### src/include/pdcs_map.svh
// Register map, field positions, reset values and timing constants of the device control block.
`ifndef PDCS_MAP_SVH
`define PDCS_MAP_SVH
`define PDCS_OFS_CAP      8'hb4
`define PDCS_OFS_CTLSTS   8'hb8
`define PDCS_OFS_IRQ_STS  8'hd0
`define PDCS_OFS_IRQ_MSK  8'hd4
`define PDCS_L1_LAT_RST   3'h0
`define PDCS_L1_LAT_MAX   3'h7
`define PDCS_L1_LAT_LSB   9
`define PDCS_HP_LSB       12
`define PDCS_SPL_VAL_LSB  18
`define PDCS_SPL_SCL_LSB  26
`define PDCS_CTL_WMASK    16'hf1ef
`define PDCS_CTL_RST      16'h2000
`define PDCS_STS_AUX      16'h0010
`define PDCS_STS_ERR_MASK 16'h000f
`define PDCS_PEND_BIT     5
`define PDCS_SYNC_STAGES  2
`endif

### src/include/pdcs_pkg.sv
// Types shared by the device control block files.
`default_nettype none
package pdcs_pkg;
	typedef struct packed {
		logic [7:0]  addr;
		logic [31:0] wdata;
		logic        wr;
		logic        rd;
	} pdcs_bus_req_t;
	typedef struct packed {
		logic [7:0] value;
		logic [1:0] scale;
		logic       valid;
	} pdcs_spl_msg_t;
	typedef enum logic [1:0] {
		PDCS_RD_IDLE = 2'b00,
		PDCS_RD_DATA = 2'b01
	} pdcs_rd_state_t;
endpackage : pdcs_pkg
`default_nettype wire

### src/hw/pdcs_sync.sv
// Two flip-flop synchroniser for pin-level inputs.
`timescale 1ns/10ps
`default_nettype none
module pdcs_sync (
	// Clock and reset
	input  wire logic i_mclk,
	input  wire logic i_rst,
	// Data
	input  wire logic i_d,
	output var  logic o_q
);
	typedef struct packed {
		logic s1;
		logic s2;
	} pdcs_sync_st_t;
	pdcs_sync_st_t st_r;
	pdcs_sync_st_t st_nxt;
	always_comb begin
		st_nxt    = st_r;
		st_nxt.s1 = i_d;
		st_nxt.s2 = st_r.s1;
	end
	always_ff @(posedge i_mclk) begin
		if (i_rst) begin
			st_r <= '0;
		end else begin
			st_r <= st_nxt;
		end
	end
	assign o_q = st_r.s2;
endmodule : pdcs_sync
`default_nettype wire

### src/hw/pdcs_irq.sv
// Sticky event status with mask and level interrupt output.
`timescale 1ns/10ps
`default_nettype none
module pdcs_irq (
	// Clock and reset
	input  wire logic       i_mclk,
	input  wire logic       i_rst,
	// Events and software access
	input  wire logic [3:0] i_evt,
	input  wire logic [3:0] i_clr,
	input  wire logic       i_msk_wr,
	input  wire logic [3:0] i_msk_wdata,
	// State
	output var  logic [3:0] o_sts,
	output var  logic [3:0] o_msk,
	output var  logic       o_irq
);
	typedef struct packed {
		logic [3:0] sts;
		logic [3:0] msk;
		logic       irq;
	} pdcs_irq_st_t;
	pdcs_irq_st_t st_r;
	pdcs_irq_st_t st_nxt;
	always_comb begin
		st_nxt = st_r;
		// A set in the same cycle as a clear wins, so no event is lost.
		st_nxt.sts = (st_r.sts & ~i_clr) | i_evt;
		if (i_msk_wr) begin
			st_nxt.msk = i_msk_wdata;
		end
		st_nxt.irq = |(st_nxt.sts & st_nxt.msk);
	end
	always_ff @(posedge i_mclk) begin
		if (i_rst) begin
			st_r <= '0;
		end else begin
			st_r <= st_nxt;
		end
	end
	assign o_sts = st_r.sts;
	assign o_msk = st_r.msk;
	assign o_irq = st_r.irq;
	// Each flag is checked on its own lane, so a stuck bit anywhere is caught.
	for (genvar k = 0; k < 4; k++) begin : g_flag_chk
		sticky_set_a: assert property (@(posedge i_mclk) disable iff (i_rst)
			i_evt[k] |=> o_sts[k])
			else $error("error flag lost");
		sticky_hold_a: assert property (@(posedge i_mclk) disable iff (i_rst)
			(o_sts[k] && !i_clr[k]) |=> o_sts[k])
			else $error("error flag dropped");
		flag_clear_a: assert property (@(posedge i_mclk) disable iff (i_rst)
			(o_sts[k] && i_clr[k] && !i_evt[k]) |=> !o_sts[k])
			else $error("error flag not cleared");
	end
endmodule : pdcs_irq
`default_nettype wire

### src/hw/pdcs_regs.sv
// Device capability, control and status registers with error interrupt.
//
// The implementer's own choice: the plain strobed port.
`timescale 1ns/10ps
`default_nettype none
`include "pdcs_map.svh"
module pdcs_regs
	import pdcs_pkg::*;
(
	// Clock and reset
	input  wire logic          i_mclk,
	input  wire logic          i_rst,
	// Register port
	input  wire logic [7:0]    i_addr,
	input  wire logic [31:0]   i_wdata,
	input  wire logic          i_wr,
	input  wire logic          i_rd,
	output logic      [31:0]   o_rdata,
	// Strap pin and link message
	input  wire logic          i_hp_strap,
	input  wire pdcs_spl_msg_t i_spl_msg,
	// Transaction layer and error detectors
	input  wire logic          i_txn_pending,
	input  wire logic [3:0]    i_err_evt,
	// Control outputs to the bridge core
	output logic      [3:0]    o_err_rpt_en,
	output logic      [2:0]    o_max_payload,
	output logic      [2:0]    o_max_rd_req,
	output logic               o_ext_tag_en,
	output logic               o_cfg_retry_en,
	output logic               o_no_snoop,
	// Interrupt
	output logic               o_irq
);
	typedef struct packed {
		logic [31:0] rdata;
		logic [15:0] ctl;
		logic [7:0]  spl_val;
		logic [1:0]  spl_scl;
		logic        pend;
		logic        hp;
	} pdcs_regs_st_t;
	pdcs_regs_st_t st_r;
	pdcs_regs_st_t st_nxt;
	pdcs_bus_req_t req;
	logic          hp_sync;
	logic [3:0]    err_sts;
	logic [3:0]    err_msk;
	logic [3:0]    err_clr;
	logic          msk_wr;
	logic [31:0]   cap_word;
	logic [31:0]   ctlsts_word;
	logic          irq_w;

	// The strap is a pin, so it is synchronised before use.
	pdcs_sync u_hp_sync (
		.i_mclk (i_mclk),
		.i_rst  (i_rst),
		.i_d    (i_hp_strap),
		.o_q    (hp_sync)
	);

	assign req     = '{addr: i_addr, wdata: i_wdata, wr: i_wr, rd: i_rd};
	assign err_clr = (req.wr && req.addr == `PDCS_OFS_CTLSTS) ? req.wdata[19:16] : 4'h0;
	assign msk_wr  = req.wr && req.addr == `PDCS_OFS_IRQ_MSK;

	pdcs_irq u_irq (
		.i_mclk      (i_mclk),
		.i_rst       (i_rst),
		.i_evt       (i_err_evt),
		.i_clr       (err_clr | ((req.wr && req.addr == `PDCS_OFS_IRQ_STS) ?
		              req.wdata[3:0] : 4'h0)),
		.i_msk_wr    (msk_wr),
		.i_msk_wdata (req.wdata[3:0]),
		.o_sts       (err_sts),
		.o_msk       (err_msk),
		.o_irq       (irq_w)
	);

	always_comb begin
		cap_word = 32'h0;
		// The device has no L1 latency tolerance to report beyond the reset code.
		cap_word[`PDCS_L1_LAT_LSB +: 3]  = `PDCS_L1_LAT_RST;
		cap_word[`PDCS_HP_LSB +: 3]      = {3{st_r.hp}};
		cap_word[`PDCS_SPL_VAL_LSB +: 8] = st_r.spl_val;
		cap_word[`PDCS_SPL_SCL_LSB +: 2] = st_r.spl_scl;
	end

	always_comb begin
		ctlsts_word        = 32'h0;
		ctlsts_word[15:0]  = st_r.ctl & `PDCS_CTL_WMASK;
		ctlsts_word[31:16] = {10'h0, st_r.pend, 1'b0, err_sts} | `PDCS_STS_AUX;
	end

	always_comb begin
		st_nxt      = st_r;
		st_nxt.hp   = hp_sync;
		st_nxt.pend = i_txn_pending;
		if (i_spl_msg.valid) begin
			st_nxt.spl_val = i_spl_msg.value;
			st_nxt.spl_scl = i_spl_msg.scale;
		end
		if (req.wr && req.addr == `PDCS_OFS_CTLSTS) begin
			// Read-only control bits are masked off so they always read zero.
			st_nxt.ctl = req.wdata[15:0] & `PDCS_CTL_WMASK;
		end
		st_nxt.rdata = 32'h0;
		if (req.rd) begin
			case (req.addr)
				`PDCS_OFS_CAP:     st_nxt.rdata = cap_word;
				`PDCS_OFS_CTLSTS:  st_nxt.rdata = ctlsts_word;
				`PDCS_OFS_IRQ_STS: st_nxt.rdata = {28'h0, err_sts};
				`PDCS_OFS_IRQ_MSK: st_nxt.rdata = {28'h0, err_msk};
				default:           st_nxt.rdata = 32'h0;
			endcase
		end
	end

	always_ff @(posedge i_mclk) begin
		if (i_rst) begin
			st_r     <= '0;
			st_r.ctl <= `PDCS_CTL_RST;
		end else begin
			st_r <= st_nxt;
		end
	end

	assign o_rdata        = st_r.rdata;
	assign o_err_rpt_en   = st_r.ctl[3:0];
	assign o_max_payload  = st_r.ctl[7:5];
	assign o_max_rd_req   = st_r.ctl[14:12];
	assign o_ext_tag_en   = st_r.ctl[8];
	assign o_cfg_retry_en = st_r.ctl[15];
	assign o_no_snoop     = st_r.ctl[11];
	assign o_irq          = irq_w;

	// Control word writes land in the cycle after the strobe and hold until the next one.
	ctl_write_a: assert property (@(posedge i_mclk) disable iff (i_rst)
		(i_wr && i_addr == `PDCS_OFS_CTLSTS) |=> o_max_payload == $past(i_wdata[7:5]))
		else $error("payload field not written");
	rdreq_write_a: assert property (@(posedge i_mclk) disable iff (i_rst)
		(i_wr && i_addr == `PDCS_OFS_CTLSTS) |=> o_max_rd_req == $past(i_wdata[14:12]))
		else $error("read request field not written");
	err_en_a: assert property (@(posedge i_mclk) disable iff (i_rst)
		(i_wr && i_addr == `PDCS_OFS_CTLSTS) |=> o_err_rpt_en == $past(i_wdata[3:0]))
		else $error("error enables not written");
	ext_tag_a: assert property (@(posedge i_mclk) disable iff (i_rst)
		(i_wr && i_addr == `PDCS_OFS_CTLSTS) |=> o_ext_tag_en == $past(i_wdata[8]))
		else $error("extended tag not written");
	retry_write_a: assert property (@(posedge i_mclk) disable iff (i_rst)
		(i_wr && i_addr == `PDCS_OFS_CTLSTS) |=> o_cfg_retry_en == $past(i_wdata[15]))
		else $error("retry enable not written");
	ctl_hold_a: assert property (@(posedge i_mclk) disable iff (i_rst)
		!(i_wr && i_addr == `PDCS_OFS_CTLSTS) |=> ($stable(o_err_rpt_en)
		&& $stable(o_max_payload) && $stable(o_max_rd_req) && $stable(o_ext_tag_en)
		&& $stable(o_cfg_retry_en))) else $error("control outputs changed without a write");
	ro_zero_a: assert property (@(posedge i_mclk) disable iff (i_rst)
		(i_rd && i_addr == `PDCS_OFS_CTLSTS) |=> (o_rdata[4] == 1'b0 && o_rdata[11:9] == 3'h0
		&& o_rdata[20] == 1'b1)) else $error("fixed control bits wrong");
	no_snoop_a: assert property (@(posedge i_mclk) disable iff (i_rst)
		!o_no_snoop) else $error("no snoop set");

	// The pending bit lags the transaction layer by one cycle.
	sts_reserved_a: assert property (@(posedge i_mclk) disable iff (i_rst)
		(i_rd && i_addr == `PDCS_OFS_CTLSTS) |=> o_rdata[31:22] == 10'h0)
		else $error("reserved status bits set");
	txn_pending_a: assert property (@(posedge i_mclk) disable iff (i_rst)
		(i_txn_pending ##1 (i_rd && i_addr == `PDCS_OFS_CTLSTS)) |=> o_rdata[21])
		else $error("pending not shown");
	pend_clear_a: assert property (@(posedge i_mclk) disable iff (i_rst)
		(!i_txn_pending ##1 (i_rd && i_addr == `PDCS_OFS_CTLSTS)) |=> !o_rdata[21])
		else $error("pending shown while idle");

	// Capability word.
	spl_load_a: assert property (@(posedge i_mclk) disable iff (i_rst)
		i_spl_msg.valid ##1 (i_rd && i_addr == `PDCS_OFS_CAP && !i_spl_msg.valid)
		|=> o_rdata[27:18] == {$past(i_spl_msg.scale, 2), $past(i_spl_msg.value, 2)})
		else $error("slot power not captured");
	spl_hold_a: assert property (@(posedge i_mclk) disable iff (i_rst)
		!i_spl_msg.valid |=> ($stable(st_r.spl_val) && $stable(st_r.spl_scl)))
		else $error("slot power changed without a message");
	hp_bits_a: assert property (@(posedge i_mclk) disable iff (i_rst)
		(i_rd && i_addr == `PDCS_OFS_CAP) |=> o_rdata[14:12] == {3{o_rdata[12]}}
		&& o_rdata[11:9] == `PDCS_L1_LAT_RST) else $error("capability bits wrong");
	// The strap must be steady through the two synchroniser stages and the capture flop.
	hp_on_a: assert property (@(posedge i_mclk) disable iff (i_rst)
		(i_hp_strap [*4] ##0 (i_rd && i_addr == `PDCS_OFS_CAP)) |=> o_rdata[14:12] == 3'h7)
		else $error("hot plug bits not set");
	hp_off_a: assert property (@(posedge i_mclk) disable iff (i_rst)
		(!i_hp_strap [*4] ##0 (i_rd && i_addr == `PDCS_OFS_CAP)) |=> o_rdata[14:12] == 3'h0)
		else $error("hot plug bits not clear");
	cap_reserved_a: assert property (@(posedge i_mclk) disable iff (i_rst)
		(i_rd && i_addr == `PDCS_OFS_CAP) |=> (o_rdata[31:28] == 4'h0 && o_rdata[17:15] == 3'h0
		&& o_rdata[8:0] == 9'h0)) else $error("reserved capability bits set");

	// Error flags and interrupt.
	err_w1c_a: assert property (@(posedge i_mclk) disable iff (i_rst)
		(i_wr && i_addr == `PDCS_OFS_CTLSTS)
		|=> (err_sts & $past(i_wdata[19:16] & ~i_err_evt)) == 4'h0)
		else $error("error flag not cleared by write");
	mask_write_a: assert property (@(posedge i_mclk) disable iff (i_rst)
		(i_wr && i_addr == `PDCS_OFS_IRQ_MSK) |=> err_msk == $past(i_wdata[3:0]))
		else $error("interrupt mask not written");
	irq_level_a: assert property (@(posedge i_mclk) disable iff (i_rst)
		o_irq == |(err_sts & err_msk)) else $error("interrupt level wrong");

	// Read port: data stand for one cycle only, and unmapped offsets read zero.
	rdata_idle_a: assert property (@(posedge i_mclk) disable iff (i_rst)
		!i_rd |=> o_rdata == 32'h0) else $error("read data outside read cycle");
	unmapped_rd_a: assert property (@(posedge i_mclk) disable iff (i_rst)
		(i_rd && i_addr != `PDCS_OFS_CAP && i_addr != `PDCS_OFS_CTLSTS
		&& i_addr != `PDCS_OFS_IRQ_STS && i_addr != `PDCS_OFS_IRQ_MSK) |=> o_rdata == 32'h0)
		else $error("unmapped read not zero");
endmodule : pdcs_regs
`default_nettype wire

### config.mk
export PLATFORM = sky130hd
export DESIGN_NAME = pdcs_regs
export DESIGN_NICKNAME = d
export VERILOG_FILES = /design/src/include/pdcs_pkg.sv /design/src/hw/pdcs_sync.sv /design/src/hw/pdcs_irq.sv /design/src/hw/pdcs_regs.sv
export VERILOG_INCLUDE_DIRS = /design/src /design/src/include
export SDC_FILE = /design/constraint.sdc
export NUM_CORES = 1
export LEC_CHECK = 0
export ABC_AREA = 1
export BUFFER_PORTS_ARGS = -buffer_cell sky130_fd_sc_hd__buf_2
export CORE_UTILIZATION = 42
export CTS_BUF_LIST = sky130_fd_sc_hd__clkbuf_4 sky130_fd_sc_hd__clkbuf_8 sky130_fd_sc_hd__clkbuf_16
export CTS_CLUSTER_SIZE = 16
export DETAILED_ROUTE_END_ITERATION = 8
export HOLD_SLACK_MARGIN = 0.06
export PLACE_DENSITY = 0.75
export SLEW_MARGIN = 20
export SYNTH_ARGS = -nofsm -noshare
export SYNTH_HDL_FRONTEND = slang
export SYNTH_SLANG_ARGS = --single-unit
### constraint.sdc
create_clock -name i_mclk -period 1.15 [get_ports i_mclk]
set_input_delay 0.115 -clock i_mclk [delete_from_list [all_inputs] [get_ports i_mclk]]
set_output_delay 0.115 -clock i_mclk [all_outputs]
set_load 0.005 [all_outputs]
* Word level (Yosys, flattened, before mapping)
Index checks and enable logic that the tools add are counted.
** Word-level totals
- Bits of input ports :: 61
- Register bits :: 67
** Cells by class
- Eq/ne operators :: 4
- Bitwise operators :: 6
- Muxes and demuxes :: 4
- Reductions and logical operators :: 5
** Operator list (number)
- 28-bit case mux with 4 select lines :: 1
- 8-bit equality test, second input constant :: 4
- 4-bit 2-to-1 mux :: 3
- 4-bit AND :: 2
- 4-bit OR :: 2
- 4-bit NOT :: 1
- 4-bit OR reduction :: 1
- 1-bit logical AND :: 3
- 2-bit OR reduction :: 1
- 1-bit NOT :: 1

* Longest topological paths before layout
- Word-level depth :: 9
- Mapped depth :: 11
- Mapped depth without buffers :: 10

* Cells and area by module
From an unflattened synthesis, not the netlist that was laid out.
** Unflattened totals
- Cell total of the unflattened synthesis :: 344
- Area, all modules :: 2443.6 µm²
** By module, submodules not included
- pdcs_regs :: seq. area each 960.9 µm², cells each 283, area an instance 2025.7 µm², times used 1
- pdcs_irq :: seq. area each 180.2 µm², cells each 55, area an instance 362.8 µm², times used 1
- pdcs_sync :: seq. area each 40.0 µm², cells each 6, area an instance 55.1 µm², times used 1

* Worst setup path after synthesis
No wires, ideal clock.
- Kind :: input to register
- From :: in i_addr[0]
- To :: reg u_irq.st_r, in the netlist u_irq.o_irq
- Buffers on the path :: 0
- Required time :: 1022 ps
- Cell stages on the path :: 10
- Library setup time :: 128 ps
- Slack :: 1 ps
- Data arrival time :: 1022 ps
- Cell sequence :: inv_2 > nand2_4 > nor3_4 > nand3_4 > nand2_1 > o21ai_1 > nand2_1 > nand2_1 > nor2_1 > nor2_1
** Between the ends
- Cells in the longest elaborated chain, start to end :: 9
- Elaborated cells on any way between the ends :: 15
- Those cells by class :: 3 x eq/ne; 3 x mux; 5 x bitwise; 4 x reduce/logical
** RTL lines
- start, declared :: line pdcs_regs.sv:14 : input wire logic [7:0] i_addr,
- 8-bit equality test
- 1-bit logical AND (no line)
- 4-bit 2-to-1 mux, on equally long branches :: line pdcs_regs.sv:64, pdcs_regs.sv:71
- 4-bit OR :: line pdcs_regs.sv:71 : .i_clr (err_clr | ((req.wr && req.addr == `PDCS_OFS_IRQ_STS) ?
- 4-bit NOT :: line pdcs_irq.sv:28 : st_nxt.sts = (st_r.sts & ~i_clr) | i_evt;
- 4-bit AND :: line pdcs_irq.sv:28
- 4-bit OR :: line pdcs_irq.sv:28
- 4-bit AND (*) :: line pdcs_irq.sv:32 : st_nxt.irq = |(st_nxt.sts & st_nxt.msk);
- 4-bit OR reduction (*) :: line pdcs_irq.sv:32
- end signal, assigned :: line pdcs_irq.sv:38 : st_r <= st_nxt;
- end, declared :: line pdcs_irq.sv:23 : pdcs_irq_st_t st_r;
Every way passes the cells marked *; elsewhere a longest branch is shown, timed or not.
A chain may end at the register's enable or synchronous reset.

* Worst setup path after layout
- From :: in i_wdata[0]
- To :: reg u_irq.st_r, in the netlist u_irq.o_irq
** Between the ends
- Cells in the longest elaborated chain, start to end :: 7
- Elaborated cells on any way between the ends :: 8
- Those cells by class :: 2 x mux; 5 x bitwise; 1 x reduce/logical
** RTL lines
- start, declared :: line pdcs_regs.sv:15 : input wire logic [31:0] i_wdata,
- 4-bit 2-to-1 mux :: line pdcs_regs.sv:71
- 4-bit OR :: line pdcs_regs.sv:71
- 4-bit NOT :: line pdcs_irq.sv:28
- 4-bit AND :: line pdcs_irq.sv:28
- 4-bit OR :: line pdcs_irq.sv:28
- 4-bit AND (*) :: line pdcs_irq.sv:32
- 4-bit OR reduction (*) :: line pdcs_irq.sv:32
Marks and branches as above.

==> key figures <==
Timing
  • Period minus WS final: around 1.0 ns
  • Hold Violations, Final: 0
  • Max Transition Viols Final: 0
  • Final setup fails: 0
  • Unrepaired setup endpoints after global routing: false
  • Setup TNS: 0 ns
  • Final worst-path cycle share: 0.890
  • Max Freq: about 0.98 GHz
  • Worst hold slack: roughly 0.069 ns
  • Worst Clk Skew: 0.00581 ns

Power
  • Internal Power: 3310 uW
  • Sequential power share: 0.487
  • Power Density: roughly 1300 mW/mm^2
  • P_sw: a little over 1000 uW
  • Clock Power Share: 0.435
  • Sw frac: 0.236
  • Leakage dissipation: 0.00166 uW
  • Peak VDD IR: 0.619 mV
  • Comb power frac: 0.079
  • Total power: 4330 uW

Detailed routing
  • Drt first pass iters: 4
  • Number of remaining DRC errors: 0
  • Routed wire per std cell: around 11 um
  • Final wirelength: 5.72 mm
  • 1st-iter DRT viols: 84
  • Vias: 2,311
  • Vias per cell: 4.62
  • ANT nets after route: 0

Flow run
  • Total of max-cap violations: 0

Global routing
  • Pin count of the biggest net entering global routing: 19
  • All-layer global routing usage: 0.202
  • Antenna violations before repair: 0
  • Met1 Resource Use GR: 0.221
  • Vias in the first global route: 2,204
  • Global-route wire length before repair: 9.44 mm
  • Met3 GRT Util: 0.0588
  • GR Overflow Total: 0
  • GRT Max-Usage Layer: met2
  • Met2 Use GR: 0.350

Final layout
  • Layout net count: ~480
  • Filler cells: approximately 470
  • Share of cells above drive strength 1: 0.313
  • Final core utilization: 0.601
  • P&R area growth vs syn: 38.3%
  • Antenna diode count: 0
  • Final instance area: 0.00331 mm^2

CTS
  • Max Root-Sink Buffers: 2
  • Postcts setup bufs: 0
  • Worst-Skew Late Latency: around 0.33 ns
  • Root Driver: clkbuf_8
  • CTS clk-pin slew, worst paths: 0.07 ns
  • CTS tree: built
  • CTS Sinks: 59
  • H-tree Lvls: 3
  • Total CTS buffers: 9

Place
  • Dpl hpwl: a little over 4 mm
  • RePlAce Congestion: 0.834
  • Port Buffer Count: 81
  • Post-Place Cell Area: 0.00288 mm^2

Synthesis
  • Synth cell types: 22
  • Cells after Synth: between 300 and 400
  • Post-synth ARST share: 0
  • Post-Syn Area: 0.00239 mm^2
  • Post-synth top cells: dfxtp_1, nand2_1, nor2_1
  • Number of synthesized flops with an enable pin: 0
  • Count leader, synth: dfxtp_1
  • Most area-consuming cells after synthesis: dfxtp_1, nand2_1, nor2_1, buf_4, inv_1
  • Synthesized area per cell: a little under 8 um^2
  • Sequential fraction of the synthesis area: 0.494
  • Synth area leader: dfxtp_1
  • Ys Warns: 0
  • Top FF cell, synth: dfxtp_1
  • Share of the synthesized area in the top cell type: 0.494
  • Yosys reg bits: 59

Critical path
  • Crit path capture type: flop
  • Kind of critical path: in -> reg
  • CP required: 1.42 ns
  • Critical Path Fanout Max: 2
  • Flop2flop setup slack: 0.24 ns
  • Data arrival time of the worst path: between 1 and 1.5 ns
  • CP Launch Type: primary input

Floorplan
  • # IOs: 107
  • Die W: 77.5 um
  • Row count: 27
  • Die H: 77.5 um
  • Core Area: 0.00551 mm^2
  • Initial Utilization: 0.434
  • DIE AREA: about 0.006 mm^2

Outcome
  • Outcome: complete, no violations

Min path
  • Hold Path Class: in -> reg
[layout make-up]
class	instances	area, um^2	area share
clock buffers	10	138	0.0416
clock inverters	6	65.1	0.0197
inverters	39	146	0.0443
multi-input cells	189	896	0.271
flip-flops and latches	59	1180	0.357
well taps	72	90.1	0.0272
repair buffers	125	791	0.239
[through the flow]
stage,instances,setup slack (ns)
2_1_floorplan,317,0.000791
3_3_place_gp,462,-0.0650
3_5_place_dp,462,-0.125
4_1_cts,500,0.136
5_1_grt,500,0.0134
6_report,500,0.126
[routing by layer]
metal,up-vias,share of wire
met2,92,0.49
met1,1031,0.42
li1,1167,-
met3,21,0.066
met4,0,0.027
met5,-,0
[power by group through the flow]
stage	Clock, uW	Combinational, uW	Sequential, uW
after floorplan	0	165	2150
after global placement	0	269	2150
after detailed placement	0	275	2150
after CTS	1910	335	2110
after global routing	2000	381	2110
final	1880	340	2110
[layout by cell type, fill, tap and decap left out, types with 5 or more instances in the layout]
cell,n
a21oi_1,19
buf_2,81
buf_4,22
clkbuf_8,10
conb_1,9
dfxtp_1,59
dlygate4sd3_1,22
inv_1,33
inv_2,5
nand2_1,55
nand3_1,12
nand4_1,8
nor2_1,45
nor3_1,5
o21ai_0,21
o21ai_1,5
[timing repair]
item / 4_1_cts / 5_1_grt
hold endpoints to repair: 22 / 0
setup endpoints to repair: 0 / 1
hold buffers: 22 / 0
gates resized for setup: 0 / 1
[worst max-delay path, cell delays in order]
cell and delay, ns:
dlygate4sd3_1 0.52, buf_2 0.13, inv_1 0.06, o21ai_1 0.19, nand2_1 0.08, nand2_1 0.07, nor2_1 0.04, nor2_1 0.09
[sequential cells by signal, summed over array words and instances, names as in the netlist]
signal / count
cap_word: 11
o_cfg_retry_en: 1
o_max_payload: 3
u_hp_sync.o_q: 1
u_irq.o_msk: 4
ctlsts_word: 1
o_err_rpt_en: 4
u_hp_sync.st_nxt: 1
u_irq.o_sts: 4
u_irq.o_irq: 1
o_max_rd_req: 3
o_ext_tag_en: 1
o_rdata: 24
[worst paths after layout]
check | start | endpoint | depth (start not counted)
min | i_wdata[15] | o_cfg_retry_en | 3
min reg2reg | u_hp_sync.st_nxt[0] | u_hp_sync.o_q | 2
max reg2reg | u_irq.o_sts[1] | u_irq.o_irq | 6
max | i_wdata[0] | u_irq.o_irq | 8
[cell families (layout without fill, tap and decap cells)]
group | Yosys count | after routing | share of synthesized area
DFF | 59 | 59 | 0.494
AOI/OAI and AO/OA | 46 | 46 | 0.100
buffers and inverters | 69 | 180 | 0.146
and+or+nand+nor | 134 | 134 | 0.258
other | 1 | 9 | 0.00157
Power figures use the tool's default switching activity.
